## src/rtl/pdsg_regs.svh

```systemverilog
// register offsets, field positions, reset values and counts of the sync generator
`ifndef PDSG_REGS_SVH
`define PDSG_REGS_SVH
// ==========================================================
// register byte offsets
`define PDSG_CTRL_OFS 8'h00
`define PDSG_PRESCALE_OFS 8'h04
`define PDSG_MATCH_OFS 8'h08
`define PDSG_STATUS_OFS 8'h0C
// ==========================================================
// control fields
`define PDSG_CTRL_LEAD_BIT 0
`define PDSG_CTRL_EN_BIT 1
// ==========================================================
// status fields
`define PDSG_STAT_ARMED_BIT 0
`define PDSG_STAT_PCNT_LSB 4
// ==========================================================
// reset values and limits
`define PDSG_CTRL_RST 2'h0
`define PDSG_PRESCALE_RST 4'h1
`define PDSG_PRESCALE_MAX 4'hF
`define PDSG_MATCH_RST 16'h002B
`endif

```

## src/rtl/pdsg_pkg.sv

```systemverilog
// types shared by the sync generator
package pdsg_pkg;
   // ==========================================================
   // axi response codes
   typedef enum logic [1:0] {
      PDSG_RESP_OKAY = 2'h0,
      PDSG_RESP_SLVERR = 2'h2
   } pdsg_resp_t;
endpackage : pdsg_pkg

```

## src/rtl/pdsg_sync_gen.sv

```systemverilog
// ping forwarding, prescaled ping launch and delayed sync-in pulse generator
// Operation
// - lead unit fires transmitter frame-send trigger from compare c event
// - lead compare events pass prescaler; trigger every nth event, n up to 15
// - node waits programmed match count after received ping, then pulses sync-in
// - match count is a per-node setting; 43 first node, 1 second node
// - logic block output drives transmitter external trigger directly
// - received ping immediately triggers forwarding of a ping frame
// - delay counter clears to zero and stops on reaching the match value, until the next ping
`include "pdsg_regs.svh"
module pdsg_sync_gen
   import pdsg_pkg::*;
#(
   parameter int MATCH_W = 16
) (
   input wire logic clock,
   input wire logic sys_rst,
   input wire logic pwm_compare_c_output,
   input wire logic rx_ping_pulse,
   output logic logic_block_output,
   output logic sync_in_pulse,
   input wire logic [7:0] s_axi_awaddr,
   input wire logic s_axi_awvalid,
   output logic s_axi_awready,
   input wire logic [31:0] s_axi_wdata,
   input wire logic [3:0] s_axi_wstrb,
   input wire logic s_axi_wvalid,
   output logic s_axi_wready,
   output logic [1:0] s_axi_bresp,
   output logic s_axi_bvalid,
   input wire logic s_axi_bready,
   input wire logic [7:0] s_axi_araddr,
   input wire logic s_axi_arvalid,
   output logic s_axi_arready,
   output logic [31:0] s_axi_rdata,
   output logic [1:0] s_axi_rresp,
   output logic s_axi_rvalid,
   input wire logic s_axi_rready
);
   // ==========================================================
   // register state
   logic [1:0] ctrl_reg, ctrl_next;
   logic [3:0] presc_reg, presc_next;
   logic [MATCH_W-1:0] match_reg, match_next;
   logic aw_hold_reg, aw_hold_next;
   logic w_hold_reg, w_hold_next;
   logic [7:0] awaddr_reg, awaddr_next;
   logic [31:0] wdata_reg, wdata_next;
   logic [3:0] wstrb_reg, wstrb_next;
   logic bvalid_reg, bvalid_next;
   logic [1:0] bresp_reg, bresp_next;
   logic rvalid_reg, rvalid_next;
   logic [31:0] rdata_reg, rdata_next;
   logic [1:0] rresp_reg, rresp_next;
   // ==========================================================
   // event state
   logic cmp_d_reg, cmp_d_next;
   logic [3:0] pcnt_reg, pcnt_next;
   logic armed_reg, armed_next;
   logic [MATCH_W-1:0] dcnt_reg, dcnt_next;
   logic trig_reg, trig_next;
   logic sync_reg, sync_next;

   // true when the byte offset names a mapped register
   function automatic logic pdsg_mapped(input logic [7:0] a);
      return (a == `PDSG_CTRL_OFS) || (a == `PDSG_PRESCALE_OFS) ||
             (a == `PDSG_MATCH_OFS) || (a == `PDSG_STATUS_OFS);
   endfunction : pdsg_mapped

   logic lead_mode, enable, cmp_rise, match_hit, do_write;
   assign lead_mode = ctrl_reg[`PDSG_CTRL_LEAD_BIT];
   assign enable = ctrl_reg[`PDSG_CTRL_EN_BIT];
   assign cmp_rise = pwm_compare_c_output & ~cmp_d_reg;
   assign match_hit = armed_reg && (dcnt_reg + 1'b1 >= match_reg);
   assign do_write = aw_hold_reg && w_hold_reg && !bvalid_reg;

   // ==========================================================
   // bus slave next state; address and data are taken in either order
   always_comb begin
      ctrl_next = ctrl_reg;
      presc_next = presc_reg;
      match_next = match_reg;
      aw_hold_next = aw_hold_reg;
      w_hold_next = w_hold_reg;
      awaddr_next = awaddr_reg;
      wdata_next = wdata_reg;
      wstrb_next = wstrb_reg;
      bvalid_next = bvalid_reg;
      bresp_next = bresp_reg;
      rvalid_next = rvalid_reg;
      rdata_next = rdata_reg;
      rresp_next = rresp_reg;
      if (s_axi_awvalid && s_axi_awready) begin
         aw_hold_next = 1'b1;
         awaddr_next = s_axi_awaddr;
      end
      if (s_axi_wvalid && s_axi_wready) begin
         w_hold_next = 1'b1;
         wdata_next = s_axi_wdata;
         // strobes belong to the beat; the master may move them once taken
         wstrb_next = s_axi_wstrb;
      end
      if (do_write) begin
         aw_hold_next = 1'b0;
         w_hold_next = 1'b0;
         bvalid_next = 1'b1;
         bresp_next = pdsg_mapped(awaddr_reg) ? PDSG_RESP_OKAY
                                              : PDSG_RESP_SLVERR;
         // only the low byte lane carries control fields
         if (awaddr_reg == `PDSG_CTRL_OFS && wstrb_reg[0])
            ctrl_next = wdata_reg[1:0];
         // prescaler takes the low four bits; a zero write is stored and read as one
         if (awaddr_reg == `PDSG_PRESCALE_OFS && wstrb_reg[0])
            presc_next = (wdata_reg[3:0] == 4'h0) ? 4'h1 : wdata_reg[3:0];
         if (awaddr_reg == `PDSG_MATCH_OFS) begin
            if (wstrb_reg[0])
               match_next[7:0] = wdata_reg[7:0];
            if (wstrb_reg[1])
               match_next[MATCH_W-1:8] = wdata_reg[MATCH_W-1:8];
         end
      end
      if (bvalid_reg && s_axi_bready)
         bvalid_next = 1'b0;
      if (s_axi_arvalid && s_axi_arready) begin
         rvalid_next = 1'b1;
         rresp_next = pdsg_mapped(s_axi_araddr) ? PDSG_RESP_OKAY
                                                : PDSG_RESP_SLVERR;
         unique case (s_axi_araddr)
            `PDSG_CTRL_OFS: rdata_next = {30'h0, ctrl_reg};
            `PDSG_PRESCALE_OFS: rdata_next = {28'h0, presc_reg};
            `PDSG_MATCH_OFS: rdata_next = {{(32-MATCH_W){1'b0}}, match_reg};
            `PDSG_STATUS_OFS: rdata_next = {24'h0, pcnt_reg, 3'h0, armed_reg};
            default: rdata_next = 32'h0;
         endcase
      end else if (rvalid_reg && s_axi_rready) begin
         rvalid_next = 1'b0;
      end
   end

   // bus slave registers
   always_ff @(posedge clock) begin
      if (sys_rst) begin
         ctrl_reg <= `PDSG_CTRL_RST;
         presc_reg <= `PDSG_PRESCALE_RST;
         match_reg <= `PDSG_MATCH_RST;
         aw_hold_reg <= 1'b0;
         w_hold_reg <= 1'b0;
         awaddr_reg <= 8'h00;
         wdata_reg <= 32'h0;
         wstrb_reg <= 4'h0;
         bvalid_reg <= 1'b0;
         bresp_reg <= 2'h0;
         rvalid_reg <= 1'b0;
         rdata_reg <= 32'h0;
         rresp_reg <= 2'h0;
      end else begin
         ctrl_reg <= ctrl_next;
         presc_reg <= presc_next;
         match_reg <= match_next;
         aw_hold_reg <= aw_hold_next;
         w_hold_reg <= w_hold_next;
         awaddr_reg <= awaddr_next;
         wdata_reg <= wdata_next;
         wstrb_reg <= wstrb_next;
         bvalid_reg <= bvalid_next;
         bresp_reg <= bresp_next;
         rvalid_reg <= rvalid_next;
         rdata_reg <= rdata_next;
         rresp_reg <= rresp_next;
      end
   end

   // handshake outputs; one write and one read in flight at most
   assign s_axi_awready = !aw_hold_reg && !bvalid_reg;
   assign s_axi_wready = !w_hold_reg && !bvalid_reg;
   assign s_axi_bvalid = bvalid_reg;
   assign s_axi_bresp = bresp_reg;
   assign s_axi_arready = !rvalid_reg;
   assign s_axi_rvalid = rvalid_reg;
   assign s_axi_rdata = rdata_reg;
   assign s_axi_rresp = rresp_reg;

   // ==========================================================
   // event logic next state
   always_comb begin
      cmp_d_next = pwm_compare_c_output;
      pcnt_next = pcnt_reg;
      armed_next = armed_reg;
      dcnt_next = dcnt_reg;
      trig_next = 1'b0;
      sync_next = 1'b0;
      if (!enable) begin
         pcnt_next = 4'h0;
         armed_next = 1'b0;
         dcnt_next = '0;
      end else if (lead_mode) begin
         // compare c edge counts toward a launch
         if (cmp_rise) begin
            // fire on every nth compare event
            if (pcnt_reg + 1'b1 >= presc_reg) begin
               pcnt_next = 4'h0;
               trig_next = 1'b1;
            end else begin
               pcnt_next = pcnt_reg + 1'b1;
            end
         end
      end else begin
         trig_next = rx_ping_pulse;
         if (armed_reg) begin
            dcnt_next = dcnt_reg + 1'b1;
         end
         if (match_hit) begin
            dcnt_next = '0;
            // match ends the delay with a sync-in pulse
            sync_next = 1'b1;
            armed_next = 1'b0;
         end
         // a ping arriving with the match re-arms: set wins
         if (rx_ping_pulse) begin
            armed_next = 1'b1;
            if (!armed_reg || match_hit)
               dcnt_next = '0;
         end
      end
   end

   // event logic registers
   always_ff @(posedge clock) begin
      if (sys_rst) begin
         cmp_d_reg <= 1'b0;
         pcnt_reg <= 4'h0;
         armed_reg <= 1'b0;
         dcnt_reg <= '0;
         trig_reg <= 1'b0;
         sync_reg <= 1'b0;
      end else begin
         cmp_d_reg <= cmp_d_next;
         pcnt_reg <= pcnt_next;
         armed_reg <= armed_next;
         dcnt_reg <= dcnt_next;
         trig_reg <= trig_next;
         sync_reg <= sync_next;
      end
   end

   // trigger goes straight to the transmitter
   assign logic_block_output = trig_reg;
   assign sync_in_pulse = sync_reg;
endmodule : pdsg_sync_gen

```

## config.mk

```make
export PLATFORM = sky130hd
export DESIGN_NAME = pdsg_sync_gen
export DESIGN_NICKNAME = d
export VERILOG_FILES = /design/src/rtl/pdsg_pkg.sv /design/src/rtl/pdsg_sync_gen.sv
export VERILOG_INCLUDE_DIRS = /design/src /design/src/rtl
export SDC_FILE = /design/constraint.sdc
export NUM_CORES = 1
export LEC_CHECK = 0
export ABC_AREA = 1
export BUFFER_PORTS_ARGS = -buffer_cell sky130_fd_sc_hd__buf_2
export CAP_MARGIN = 20
export CORE_UTILIZATION = 30
export DETAILED_ROUTE_END_ITERATION = 10
export PLACE_DENSITY_LB_ADDON = 0.08
export SETUP_SLACK_MARGIN = 0.1
export SLEW_MARGIN = 20
export SYNTH_ARGS = -nofsm -noshare
export SYNTH_HDL_FRONTEND = slang
export SYNTH_SLANG_ARGS = --single-unit
```

## constraint.sdc

```tcl
create_clock -name clock -period 2.7 [get_ports clock]
set_input_delay 0.405 -clock clock [delete_from_list [all_inputs] [get_ports clock]]
set_output_delay 0.405 -clock clock [all_outputs]
set_load 0.01 [all_outputs]
```

### Word level (Yosys, flattened, before mapping)

Cells that the tools add are included.
W data, S select, Z words.

* $add $sub $neg: 2
* multiply operators: 0
* div/mod/pow operators: 0
* $lt $le $gt $ge: 2
* equal/unequal tests: 6
* shift-type cells: 0
* muxes and demuxes: 17
* bitwise logic cells: 4
* reduce and logical (&&, ||, !) cells: 39

Operators by type and width (count)
* $mux W16: 4
* $pmux W16 S4: 1
* $eq A8 B4 Y1 const B: 4
* $add A16 B1 Y16 const B: 1
* $eq A8 B3 Y1 const B: 2
* $ge A16 B16 Y1: 1
* $logic_not A8 Y1: 2
* $logic_and A1 B1 Y1: 12
* $mux W1: 8
* $mux W4: 2
* $reduce_and A2 Y1: 4
* $logic_or A1 B1 Y1: 7
* $reduce_and A3 Y1: 2
* $reduce_or A2 Y1: 3
* $logic_not A1 Y1: 5
* $add A4 B1 Y4 const B: 1
* $ge A4 B4 Y1: 1
* $logic_not A4 Y1: 1
* $mux W2: 2
* $reduce_bool A2 Y1: 2
* $not A1 Y1: 3
* $reduce_or A3 Y1: 1
* $and A1 B1 Y1: 1

* register bits after elaboration: 112
* bits in latches: 0
* memory bits (writable): 0
* memory bits (read-only): 0
* input bits: 61
* logic and storage cells: 90
* memories: 0

### Depth between registers and ports, before layout

* depth in word-level cells: 6
* gate-level depth with buffers: 18
* mapped depth without buffers: 17

### Least setup slack after synthesis

Ideal clock, no wire load.

* path kind: reg2reg
* start point: register dcnt_reg[0]
* end point: register dcnt_reg[6]
* setup time: 0.113 ns
* arrival time: 2.152 ns
* path slack: 0.435 ns
* cell stages (with the launch flop): 18
* path buffers: 1
* cells stage by stage: dfxtp_1 -> ha_1 -> nand3_2 -> inv_1 -> nand3_1 -> nand2_1 -> nand2_1 -> ha_1 -> nand2_1 -> inv_1 -> nand2_1 -> a21oi_1 -> nor2_1 -> nand3_1 -> nand2_1 -> buf_4 -> nand3_1 -> nand2_1

* word-level cells in the longest chain between the ends: 6
* elaborated cells between the ends (all ways): 8

RTL lines
* start: declaration: RTL line pdsg_sync_gen.sv:60 `logic [MATCH_W-1:0] dcnt_reg, dcnt_next;`
* start signal: assignment: RTL line pdsg_sync_gen.sv:240 `dcnt_reg <= dcnt_next;`
* $add A16 B1 Y16 (*): RTL line pdsg_sync_gen.sv:74, pdsg_sync_gen.sv:210
* $ge A16 B16 Y1: RTL line pdsg_sync_gen.sv:74 `assign match_hit = armed_reg && (dcnt_reg + 1'b1 >= match_reg);`
* $logic_and A1 B1 Y1: RTL line pdsg_sync_gen.sv:74
* $mux W16 / $logic_or A1 B1 Y1 (equally long branches): RTL line pdsg_sync_gen.sv:212, pdsg_sync_gen.sv:221
* $mux W16: RTL line pdsg_sync_gen.sv:221 `if (!armed_reg || match_hit)`
* $mux W16 (*): RTL line pdsg_sync_gen.sv:219 `if (rx_ping_pulse) begin`

Mark *: on every way between the ends. The rest lies on a longest branch, timed or not.
A chain may end at the register's enable or synchronous reset.

### Final worst setup path

* start point: register dcnt_reg[5]
* end point: register dcnt_reg[1]

* word-level cells in the longest chain between the ends: 6
* elaborated cells between the ends (all ways): 7

RTL lines (RTL line)
* $add A16 B1 Y16 (*): pdsg_sync_gen.sv:74
* $ge A16 B16 Y1 (*): pdsg_sync_gen.sv:74
* $logic_and A1 B1 Y1 (*): pdsg_sync_gen.sv:74
* $mux W16 / $logic_or A1 B1 Y1 (equally long branches): pdsg_sync_gen.sv:212, pdsg_sync_gen.sv:221
* $mux W16: pdsg_sync_gen.sv:221
* $mux W16 (*): pdsg_sync_gen.sv:219

Marks and branches as above.

==> metrics.txt <==
net switching power=~0.00075 W; Via density=roughly 4.6; status=finished with violations; CP Cell Sequence=nand2_1 > nor2_4 > nand2_2 > inv_1 > nand3_1 > nand2_1 > nand2_1 > ha_1 > a21oi_1 > o21ai_0 > nor2_2 > nand2_2 > a21oi_4 > buf_6 > nand3_1 > nand2_1; DR pass1 iterations=7; Mean Syn Cell Area=6.99 um2; CTS tree=done; Max Transition Viols Final=0; core area=~16,000 um2; yosys warns=0; vias in the first global route=approximately 4,200; sequential power share=between 40% and 50%; failing checks=design-rule violations; Tot Pwr=just under 0.003 W; hold_sp=s_axi_bready; RSZ-0062 raised after global routing=no; gp weighted congestion=roughly 0.80; antenna cell count=0; worst path bufs/invs=2; Worst VDD drop=roughly 250 uV; GRT overflow=0; Hold Path Sink=s_axi_bvalid$_SDFFE_PP0P_; Clk pwr share=between 40% and 50%; share of post-route cells with drive strength above 1=roughly a fifth; Nets=between 800 and 900; first-pass GRT wire length=~21,000 um; non-filler cells, final=about 1,000; Post-synth top cells=nand2_1 (148), dfxtp_1 (94), nor2_1 (93), inv_1 (75), o21ai_0 (57); crit share post-route=90.2%; largest net degree at the start of global routing=54; post-layout min period=approximately 2.4 ns; largest area contributor in the netlist=dfxtp_1; clk_skew=0.00619 ns; Worst EP required=around 3 ns; unique cell type count in the Yosys netlist=37; final hold violations=0; IO Pins=roughly 100; dominant cell by count in the synthesized netlist=nand2_1; DRT Wirelength=~13,000 um; Sink Count=94; Max Fclk=about 0.4 GHz; H-tree depth=3; launching point of the worst reg2reg path=dcnt_reg[5]$_SDFFE_PP0N_; worst-case reg-to-reg path depth=16; sw frac=25.5%; Worst-path clk slew=roughly 0.070 ns; top_reg_cell synth=dfxtp_1; placed insts=980; reg2reg end=dcnt_reg[1]$_SDFFE_PP0N_; initial core utilization=30.7%; critical path startpoint category=flop; cell-internal power=0.00219 W; Comb pwr share=8.0%; TNS Setup=0 ns; via count=between 4,000 and 5,000; Die X=129 um; synthesized cell area=around 4900 um2; WS Path Type=flop to flop; Hold Path Class=primary input to flop; Worst-Skew Late Latency=roughly 0.35 ns; area taken by multi-input logic gates=between 2000 and 3000 um2; Max FO, Critical Path=7; R2R Setup Slk=roughly 0.27 ns; CP max stage cell=dfxtp_4; Routed Antenna Nets=0; Post-Route Utilization=37.1%; slew margin rel.=54.9%; Filler Cell Count=between 1,500 and 2,000; largest cells by area after synthesis=dfxtp_1 (39%), nand2_1 (11%), nor2_1 (7.2%); critical path's top delay family=simple AND/OR/NAND/NOR gates; synthesized instance count=695; max-cap violations=0; wire length per cell=between 10 and 15 um; Setup Viol. Count Final=0; FF+latch area=1900 um2; Clk Tree Root Cell=clkbuf_16; hold path cells=2; 1st-iter DRT viols=180; Worst Tran Pin Value=roughly 0.67 ns; Pwr Density=about 500 nW/um2; CTS Buffer Depth=2; CP dominant cell by count=nand2_1; Critical Path End Type=flop; Post-DP HPWL=between 10,000 and 15,000 um; row cnt=46; Synth top area share=just under 40%; Crit path depth=16; Async S/R FF share, synth=0%; die area=16,700 um2; number of synthesized flops with an enable pin=0; GRT Util Overall=approximately 17%; #FFs+latches synth=94; die outline height=between 100 and 150 um; CP Data Arrival Time=2.72 ns; Pleak=between 2 and 3 nW; Layout area overhead=21.1%; DRC viols=1; Final Instance Area=5880 um2; placed cell area=between 5000 and 6000 um2; Post-CTS Setup Repair Bufs=0; initial antenna violation count=0; clock buffer count from CTS=9; Critical Path Max Stage Delay=~0.40 ns; post-synthesis sequential area ratio=about two fifths; Buffers on Ports=67
==> cells by family (layout without fill, tap and decap cells) <==
group	count (synthesis)	after routing	share of synthesized area [%]
xor+xnor	8	8	1.60
compound gates	124	124	13.6
fa+ha+maj	22	22	5.67
simple gates	328	328	29.5
other cells	1	18	0.0772
flops	94	94	38.8
buf+inv	118	186	10.8
==> stage by stage <==
stage,setup WS (ns),hold slack [ns]
after floorplan,0.435,0.430
after global placement,0.138,0.456
after detailed placement,0.0961,0.453
after CTS,0.129,0.226
after global routing,0.0775,0.229
final,0.266,0.244
==> worst max path at each step <==
stage | slack [ns] | startpoint | endpoint
floorplan | 0.43 | dcnt_reg[0]$_SDFFE_PP0N_ | dcnt_reg[6]$_SDFFE_PP0N_
global placement | 0.14 | dcnt_reg[1]$_SDFFE_PP0N_ | dcnt_reg[14]$_SDFFE_PP0N_
detailed placement | 0.1 | dcnt_reg[1]$_SDFFE_PP0N_ | dcnt_reg[14]$_SDFFE_PP0N_
CTS | 0.13 | dcnt_reg[1]$_SDFFE_PP0N_ | dcnt_reg[14]$_SDFFE_PP0N_
global route | 0.08 | dcnt_reg[5]$_SDFFE_PP0N_ | dcnt_reg[1]$_SDFFE_PP0N_
finish | 0.27 | dcnt_reg[5]$_SDFFE_PP0N_ | dcnt_reg[1]$_SDFFE_PP0N_
==> metal layers <==
layer  vias to the layer above  part of all wire (%)  track usage, %  wire length, um
met5                         -                     0               0                0
li1                       2380                     -               -                -
met4                         0                   2.0            6.78              260
met1                      2038                    49            22.8             6530
met2                       104                    44            26.1             5880
met3                        18                   4.6            2.97              610
==> final cells by class <==
type	instances	area share, %
inverters	80	5.15
repair buffers	90	8.77
well taps	216	4.60
flip-flops and latches	94	32.3
clock buffers	12	4.36
multi-input cells	500	44.3
clock inverters	4	0.511
==> power groups by stage <==
stage | sequential [W] | clock (W) | combinational, W
6_report | 0.00146 | 0.00125 | 0.000234
5_1_grt | 0.00147 | 0.00135 | 0.000269
4_1_cts | 0.00146 | 0.00129 | 0.000237
3_5_place_dp | 0.00150 | 0 | 0.000236
3_3_place_gp | 0.00150 | 0 | 0.000233
2_1_floorplan | 0.00149 | 0 | 0.000168
==> cell usage in the layout, fill, tap and decap left out, drive strengths merged <==
cell type  count
or2            1
o211ai         4
clkinv         4
nand3b         1
o22ai          4
clkbuf        12
buf           90
a21boi         2
nand4         12
clkinvlp       1
a21oi         49
o31ai          1
o21ai         60
nand2        151
nor4           1
nor3          19
ha            22
nor2         100
conb          18
dfxtp         94
nand3         43
inv           79
xor2           8
a211oi         2
o21a           1
a31oi          1
==> repair_timing <==
item / in CTS / in global routing
resized for setup: 2 / 33
endpoints found under the hold margin: 0 / 0
setup endpoints to repair: 1 / 16
pin swaps: 0 / 5
hold buffers: 0 / 0
Note: power is estimated with default switching activity, not from simulation.
